==> config.mk <==
export PLATFORM = sky130hd
export DESIGN_NAME = domc_mode_ctrl
export DESIGN_NICKNAME = d
export VERILOG_FILES = /design/src/rtl/domc_pkg.sv /design/src/rtl/domc_sync.sv /design/src/rtl/domc_mode_ctrl.sv
export VERILOG_INCLUDE_DIRS = /design/src /design/src/rtl
export SDC_FILE = /design/constraint.sdc
export NUM_CORES = 1
export LEC_CHECK = 0
export ABC_CLOCK_PERIOD_IN_PS = 2800
export BUFFER_PORTS_ARGS = -buffer_cell sky130_fd_sc_hd__buf_2
export CORE_MARGIN = 8
export CORE_UTILIZATION = 60
export DETAILED_ROUTE_END_ITERATION = 8
export HOLD_SLACK_MARGIN = 0.05
export PLACE_DENSITY = 0.8
export SYNTH_ARGS = -nofsm -noshare
export SYNTH_HDL_FRONTEND = slang
export SYNTH_SLANG_ARGS = --single-unit
==> constraint.sdc <==
create_clock -name clk_sys_i -period 2.8 [get_ports clk_sys_i]
set_clock_uncertainty 0.1 [all_clocks]
set_input_delay 0 -clock clk_sys_i [delete_from_list [all_inputs] [get_ports clk_sys_i]]
set_output_delay 0 -clock clk_sys_i [all_outputs]
set_load 0.01 [all_outputs]
==> src/rtl/domc_consts.svh <==
`ifndef DOMC_CONSTS_SVH
`define DOMC_CONSTS_SVH
// Channel and direct input counts
`define DOMC_NCH 4
`define DOMC_NIN 2
// Input pin to channel placement in Limp Home (input 0 -> ch 2, input 1 -> ch 3)
`define DOMC_LH_CH_LO 2
// Mode transition time in ns, and clock period in ns
`define DOMC_T_TRANS_NS 32'd1000
`define DOMC_CLK_NS 32'd50
// Transition cycles, rounded up, zero for zero time
`define DOMC_TRANS_CYC ((`DOMC_T_TRANS_NS + `DOMC_CLK_NS - 32'd1) / `DOMC_CLK_NS)
// Mode code width and all-off channel value
`define DOMC_MODE_W 2
`define DOMC_CH_OFF 4'h0
`endif

==> src/rtl/domc_pkg.sv <==
package domc_pkg;
   // Operating modes, Gray coded along sleep-idle-active-limp
   typedef enum logic [1:0] {
      DOMC_SLEEP  = 2'h0,
      DOMC_IDLE   = 2'h1,
      DOMC_ACTIVE = 2'h3,
      DOMC_LIMP   = 2'h2
   } domc_mode_t;
endpackage

==> src/rtl/domc_sync.sv <==
`timescale 1ns/1ps
// Two-stage synchroniser for a bus of pin levels
module domc_sync #(
   parameter int W = 1
) (
   input wire logic clk_sys_i,
   input wire logic rst_n_i,
   input wire logic ce_i,
   input wire logic [W-1:0] d_i,
   output logic [W-1:0] q_o
);
   logic [W-1:0] meta_q; // First stage, read only by second
   // Two flops in series
   always_ff @(posedge clk_sys_i or negedge rst_n_i) begin
      if (!rst_n_i) begin
         meta_q <= '0;
         q_o <= '0;
      end else if (ce_i) begin
         meta_q <= d_i;
         q_o <= meta_q;
      end
   end
endmodule

==> src/rtl/domc_mode_ctrl.sv <==
`timescale 1ns/1ps
`include "domc_consts.svh"
// Behaviour
// [RQ1] Mode from sleep pin, inputs, enables, keep-awake
// [RQ2] Sleep: channels off, registers held reset
// [RQ3] Idle: all channels off
// [RQ4] Idle: no diagnosis
// [RQ5] Idle with logic supply: registers, SPI live
// [RQ6] Active: pin high and input/enable set
// [RQ7] Keep-awake clear: idle when all quiet
// [RQ8] Keep-awake set: stay active
// [RQ9] Logic undervoltage, inputs low: active to idle
// [RQ10] Input high enters active despite empty mapping
// [RQ11] Switch-on request outside active wakes device
// [RQ12] Turn-on adds transition time from other modes; code adds it only on entry from Sleep or Idle, not from Limp Home
// [RQ13] SPI only above logic undervoltage threshold
// [RQ14] Power-up: supply present and pin high
// [RQ15] Power-on from either supply threshold
// [RQ16] Limp Home: pin low, input high, channel on
// [RQ17] Limp Home: SPI reads only
// [RQ18] Sleep when pin and inputs low
module domc_mode_ctrl (
   input wire logic clk_sys_i,
   input wire logic rstn_i,
   input wire logic ce_i,
   input wire logic low_power_request_pin_i, // Pin level, high = awake
   input wire logic [`DOMC_NIN-1:0] direct_channel_inputs_i, // Direct input pins
   input wire logic [`DOMC_NCH-1:0] channel_enable_bits_i, // Enables from registers
   input wire logic keep_awake_bit_i, // Keep-awake register bit
   input wire logic [`DOMC_NCH-1:0] input_channel_map_i, // Input-mapped channels from mapping registers
   input wire logic logic_supply_ok_i, // Logic supply above its threshold
   input wire logic load_supply_ok_i, // Load supply above operating threshold
   input wire logic load_supply_present_i, // Load supply applied at all
   output logic [`DOMC_MODE_W-1:0] mode_o, // Current mode code
   output logic [`DOMC_NCH-1:0] channel_on_o, // Channel drive
   output logic regs_reset_o, // Hold registers at defaults
   output logic spi_enable_o, // SPI transfers accepted
   output logic spi_write_enable_o, // SPI writes accepted
   output logic diag_enable_o, // Diagnosis allowed
   output logic power_on_o, // Internal power-on
   output logic power_up_o // Power-up condition met
);
   logic rst_meta_q; // Reset release stage one
   logic rst_n_q; // Synchronised reset
   logic sleep_pin_s; // Synchronised pin
   logic [`DOMC_NIN-1:0] in_s; // Synchronised inputs
   logic [2:0] sup_s; // Synchronised supply flags
   domc_pkg::domc_mode_t mode_q; // Mode register
   domc_pkg::domc_mode_t mode_d; // Next mode
   logic [31:0] trans_q; // Transition countdown
   logic any_in; // Any input pin high
   logic any_en; // Any enable set
   logic [`DOMC_NCH-1:0] lh_ch; // Channels driven in Limp Home
   logic [`DOMC_NCH-1:0] act_ch; // Channels requested in Active

   // Reset release through two flops
   always_ff @(posedge clk_sys_i or negedge rstn_i) begin
      if (!rstn_i) begin
         rst_meta_q <= 1'b0;
         rst_n_q <= 1'b0;
      end else begin
         rst_meta_q <= 1'b1;
         rst_n_q <= rst_meta_q;
      end
   end

   // Pin synchronisers
   domc_sync #(.W(1 + `DOMC_NIN + 3)) u_sync (
      .clk_sys_i(clk_sys_i),
      .rst_n_i(rst_n_q),
      .ce_i(ce_i),
      .d_i({low_power_request_pin_i, direct_channel_inputs_i,
            logic_supply_ok_i, load_supply_ok_i, load_supply_present_i}),
      .q_o({sleep_pin_s, in_s, sup_s})
   );

   // Request summaries
   always_comb begin
      any_in = |in_s;
      any_en = |channel_enable_bits_i;
      lh_ch = `DOMC_CH_OFF;
      lh_ch[`DOMC_LH_CH_LO +: `DOMC_NIN] = in_s; // see [RQ16]
      act_ch = channel_enable_bits_i | input_channel_map_i;
   end

   // Next mode selection, see [RQ1]
   always_comb begin
      mode_d = mode_q;
      case (mode_q)
         domc_pkg::DOMC_SLEEP: begin
            if (sleep_pin_s && any_in) begin
               mode_d = domc_pkg::DOMC_ACTIVE; // see [RQ10] [RQ11]
            end else if (sleep_pin_s) begin
               mode_d = domc_pkg::DOMC_IDLE;
            end else if (any_in) begin
               mode_d = domc_pkg::DOMC_LIMP; // see [RQ16] [RQ11]
            end
         end
         domc_pkg::DOMC_IDLE: begin
            if (!sleep_pin_s) begin
               mode_d = any_in ? domc_pkg::DOMC_LIMP : domc_pkg::DOMC_SLEEP; // see [RQ18]
            end else if (any_in || (any_en && sup_s[2])) begin
               mode_d = domc_pkg::DOMC_ACTIVE; // see [RQ6] [RQ11]
            end
         end
         domc_pkg::DOMC_ACTIVE: begin
            if (!sleep_pin_s) begin
               mode_d = any_in ? domc_pkg::DOMC_LIMP : domc_pkg::DOMC_SLEEP; // see [RQ18]
            end else if (!any_in && !sup_s[2]) begin
               mode_d = domc_pkg::DOMC_IDLE; // see [RQ9]
            end else if (!keep_awake_bit_i && !any_in && !any_en) begin
               mode_d = domc_pkg::DOMC_IDLE; // see [RQ7]
            end
            // Keep-awake holds Active otherwise, see [RQ8]
         end
         domc_pkg::DOMC_LIMP: begin
            if (sleep_pin_s) begin
               mode_d = domc_pkg::DOMC_ACTIVE; // see [RQ11]
            end else if (!any_in) begin
               mode_d = domc_pkg::DOMC_SLEEP; // see [RQ18]
            end
         end
         default: begin
            mode_d = domc_pkg::DOMC_SLEEP;
         end
      endcase
   end

   // Mode register
   always_ff @(posedge clk_sys_i or negedge rst_n_q) begin
      if (!rst_n_q) begin
         mode_q <= domc_pkg::DOMC_SLEEP;
      end else if (ce_i) begin
         mode_q <= mode_d;
      end
   end

   // Transition delay on entry to Active or Limp Home from Sleep or Idle
   always_ff @(posedge clk_sys_i or negedge rst_n_q) begin
      if (!rst_n_q) begin
         trans_q <= 32'h0;
      end else if (ce_i) begin
         if ((mode_d == domc_pkg::DOMC_ACTIVE || mode_d == domc_pkg::DOMC_LIMP) &&
             (mode_q == domc_pkg::DOMC_SLEEP || mode_q == domc_pkg::DOMC_IDLE)) begin
            trans_q <= `DOMC_TRANS_CYC; // see [RQ12]
         end else if (trans_q != 32'h0) begin
            trans_q <= trans_q - 32'h1;
         end
      end
   end

   // Channel drive per mode
   always_ff @(posedge clk_sys_i or negedge rst_n_q) begin
      if (!rst_n_q) begin
         channel_on_o <= `DOMC_CH_OFF;
      end else if (ce_i) begin
         if (trans_q != 32'h0) begin
            channel_on_o <= `DOMC_CH_OFF; // see [RQ12]
         end else if (mode_q == domc_pkg::DOMC_ACTIVE) begin
            // Register control needs logic supply
            channel_on_o <= sup_s[2] ? act_ch : (input_channel_map_i & act_ch);
         end else if (mode_q == domc_pkg::DOMC_LIMP && (sup_s[2] || sup_s[0])) begin
            channel_on_o <= lh_ch; // see [RQ16]
         end else begin
            channel_on_o <= `DOMC_CH_OFF; // see [RQ2] [RQ3]
         end
      end
   end

   // Register and SPI gating
   always_ff @(posedge clk_sys_i or negedge rst_n_q) begin
      if (!rst_n_q) begin
         regs_reset_o <= 1'b1;
         spi_enable_o <= 1'b0;
         spi_write_enable_o <= 1'b0;
         diag_enable_o <= 1'b0;
         mode_o <= 2'h0;
      end else if (ce_i) begin
         mode_o <= mode_q;
         regs_reset_o <= (mode_q == domc_pkg::DOMC_SLEEP) || !sup_s[2]; // see [RQ2] [RQ13]
         spi_enable_o <= (mode_q != domc_pkg::DOMC_SLEEP) && sup_s[2]; // see [RQ5] [RQ13]
         spi_write_enable_o <= (mode_q == domc_pkg::DOMC_IDLE || mode_q == domc_pkg::DOMC_ACTIVE)
                               && sup_s[2]; // see [RQ17]
         diag_enable_o <= (mode_q == domc_pkg::DOMC_ACTIVE) || (mode_q == domc_pkg::DOMC_LIMP); // see [RQ4]
      end
   end

   // Power-on and power-up flags
   always_ff @(posedge clk_sys_i or negedge rst_n_q) begin
      if (!rst_n_q) begin
         power_on_o <= 1'b0;
         power_up_o <= 1'b0;
      end else if (ce_i) begin
         power_on_o <= sup_s[1] || sup_s[2]; // see [RQ15]
         power_up_o <= (sup_s[0] || sup_s[2]) && (any_in || sleep_pin_s); // see [RQ14]
      end
   end
endmodule

==> summary.md <==
| Metric | Value |
|---|---|
| Mapped cell area | `around 3000 um2` |
| Worst slew margin | `53.0%` |
| Die Wd | `a little under 90 um` |
| Top delay family on crit path | `compound AO/OA/AOI/OAI gates` |
| Hold Path Stages | `5` |
| Die area | `around 7500 um2` |
| Layout cells sized above 1 | `21.6%` |
| Critical path type | `flop to flop` |
| PnR worst setup slack | `between 0.2 and 0.3 ns` |
| Row cnt | `25` |
| Grt met1 use | `25.7%` |
| Reg2Reg Depth | `8` |
| Clk sinks | `60` |
| Crit-path cells | `inv_1, ha_1, nor4b_1, nand4_1, o31ai_4, buf_4, o31ai_1, a21oi_1` |
| Mapped Avg Cell Area | `around 10 um2` |
| Fillcell total | `approximately 330` |
| Commonest non-fill, non-tap cell in the layout | `dfrtp_1` |
| Run status | `finished clean` |
| Ys Warns | `0` |
| Min-Delay Path Class | `input pin to flop` |
| Post-route ant nets | `0` |
| Required @ worst endpoint | `between 2 and 3 ns` |
| WL/cell | `17.2 um` |
| Dpl ws | `approximately 0.34 ns` |
| First-pass GRT wire length | `approximately 12 mm` |
| Total Wirelength | `7.10 mm` |
| Peak supply drop | `roughly 520 uV` |
| I/O pins | `30` |
| Distinct cells, synth | `54` |
| Grt met2 use | `a little under a third` |
| Post-route cell area | `about 3600 um2` |
| DRT iter0 DRCs | `~180` |
| Placed cell count | `381` |
| Worst r2r src | `trans_q[0]` |
| Final hold vios | `0` |
| Routability cong. | `0.854` |
| Leak | `roughly 1.6 nW` |
| Clock Tree Root | `clkbuf_8` |
| Synth Net Count | `between 300 and 400` |
| Post-CTS sizing | `0` |
| GR Util met3 | `roughly 4.7%` |
| CTS tree | `yes` |
| DP Wirelength | `between 4 and 5 mm` |
| Layer with the highest usage | `met2` |
| Pin count of the biggest net entering global routing | `49` |
| Vias in the first global route | `between 2000 and 2500` |
| Synthesized flop and latch total | `60` |
| Clock Latency Late Sink | `0.33 ns` |
| FMAX | `around 390 MHz` |
| Core Area | `4790 um2` |
| Post-synth EDFFs | `0` |
| Die Span Y | `roughly 87 um` |
| Final core occ | `between 70 and 80%` |
| Worst-margin pin slew | `between 0.6 and 0.7 ns` |
| Drt pass-1 iters | `5` |
| Synth Flop Type | `dfrtp_1` |
| Worst-path fanout max | `14` |
| Post-synthesis async set-or-reset flop share | `100%` |
| Final setup vio count | `0` |
| P&R area growth vs syn | `19.7%` |
| Max-cap violations | `0` |
| CTS H-tree depth | `3` |
| Starting Density | `a little over three fifths` |
| Tmin final | `2.54 ns` |
| Pwr dens | `838 nW/um2` |
| Placed instance area | `between 3000 and 4000 um2` |
| # nets final | `362` |
| Clock Tree Buf Depth | `2` |
| Post-Synthesis Cells | `approximately 290` |
| DR vias/cell | `6.21` |
| Slowest cell on crit path | `o31ai_4` |
| ANT cells | `0` |
| Final period util | `just over 90%` |
| Startpoint types | `flop` |
| Vias post-DR | `approximately 2600` |
| DRC | `0` |
| RSZ-0062 raised after global routing | `false` |
| Register area share after synthesis | `about half` |
| Critical Path AT | `2.70 ns` |
| Crit. End Element | `flop` |
| HP Start | `channel_enable_bits_i[2]` |
| Worst-path clk slew | `about 0.07 ns` |
| Initial antenna violation count | `0` |
| Worst setup path start | `trans_q[0]` |
| CTS Buf Count | `9` |
| Port Buffers | `29` |
| Overflow after GRT | `0` |
| Critical path depth | `8` |
| Crit path largest cell delay | `between 0.5 and 0.6 ns` |
| Final Max Tran Viols | `0` |
| Leading cell types in the layout, fill and taps excluded | `58 x dfrtp_1, 29 x buf_2, 23 x nand2_1, 23 x a21oi_1` |
| GRT Resource Usage Total | `between 10% and 20%` |
| Filler-free cell count of the finished design | `about 410` |
| Setup_tns | `0 ns` |
| Buf/Inv on CP | `2` |
## cell usage after synthesis, types with 3 or more instances
| cell type | n | area, um2 |
|---|---|---|
| mux2_2 | 13 | 146 |
| and2_1 | 3 | 18.8 |
| a211oi_1 | 3 | 22.5 |
| or4_1 | 11 | 82.6 |
| inv_1 | 8 | 30.0 |
| nand3_1 | 6 | 30.0 |
| nor2_1 | 15 | 56.3 |
| or3_1 | 11 | 68.8 |
| o41ai_1 | 5 | 43.8 |
| o21ai_0 | 14 | 70.1 |
| nor3_1 | 10 | 50.1 |
| dfrtp_1 | 59 | 1480 |
| a22o_1 | 4 | 35.0 |
| a21oi_1 | 23 | 115 |
| nand2_1 | 23 | 86.3 |
| nand2b_1 | 3 | 18.8 |
| o311ai_0 | 3 | 26.3 |
| o31ai_1 | 18 | 135 |
| nor4_1 | 5 | 31.3 |
| clkbuf_1 | 8 | 30.0 |
## worst paths after layout
check | to | slack (ns)
min in group asynchronous | trans_q[25] | 0.27
hold reg to reg | trans_q[25] | 0.27
max in group asynchronous | u_sync.meta_q[2] | 1.64
setup / recovery | trans_q[11] | 0.26
hold / removal | channel_on_o[2] | 0.11
setup reg to reg | trans_q[11] | 0.26
## cell type report
class                           instances  area, um2  area share (%)
Clock buffer                           11        141            3.94
Clock inverter                          4       50.0            1.39
Inverter                                9       33.8           0.941
Multi-Input combinational cell        209       1400            39.0
Sequential cell                        60       1500            41.9
Tap cell                               67       83.8            2.33
Timing Repair Buffer                   54        378            10.5
## sequential cells by signal (all words and copies together) (netlist names)
| register | cells |
|---|---|
| channel_on_o | 4 |
| diag_enable_o | 1 |
| mode_o | 2 |
| mode_q | 2 |
| power_on_o | 1 |
| power_up_o | 1 |
| regs_reset_o | 1 |
| rst_meta_q | 1 |
| rst_n_q | 1 |
| spi_enable_o | 1 |
| spi_write_enable_o | 1 |
| trans_q | 32 |
| u_sync.meta_q | 6 |
| u_sync.q_o | 6 |
## kinds of logic (layout without fill, tap and decap cells)
family / count (synthesis) / after routing / synth area share, %
XOR/XNOR: 2 / 2 / 0.584
AO/OA/AOI/OAI: 84 / 84 / 19.2
other: 1 / 1 / 0.125
AND/OR/NAND/NOR: 107 / 107 / 21.2
adder cells (fa/ha/maj): 1 / 1 / 0.417
buffers and inverters: 22 / 78 / 3.21
flip-flops: 60 / 60 / 50.1
multiplexers: 14 / 14 / 5.21
## power by group
group | switching [mW] | leakage [nW] | internal (mW)
Combinational | 0.648 | 0.700 | 0.396
Sequential | 0.187 | 0.768 | 1.02
Clock | 0.325 | 0.0914 | 0.429
## through the flow
step	hold slack (ns)	power (mW)
2_1_floorplan	-0.396	1.95
3_3_place_gp	-0.315	2.16
3_5_place_dp	-0.310	2.21
4_1_cts	0.0997	2.99
5_1_grt	0.186	3.20
6_report	0.110	3.01
## routing by layer
layer	vias to the layer above	wire, um
li1	1219	-
met1	1262	3140
met2	80	3520
met5	-	0
met4	0	72
met3	10	372
## repair_timing
item,CTS,global route
hold buffers,18,0
hold endpoints to repair,23,0
buffers inserted,0,0
## worst min-delay path: stages
cell,delay (ns)
buf_2,0.10
a21o_1,0.11
a22o_1,0.11
nand2_1,0.05
o2bb2ai_1,0.13
No activity file was read; power rests on OpenSTA's default activity.
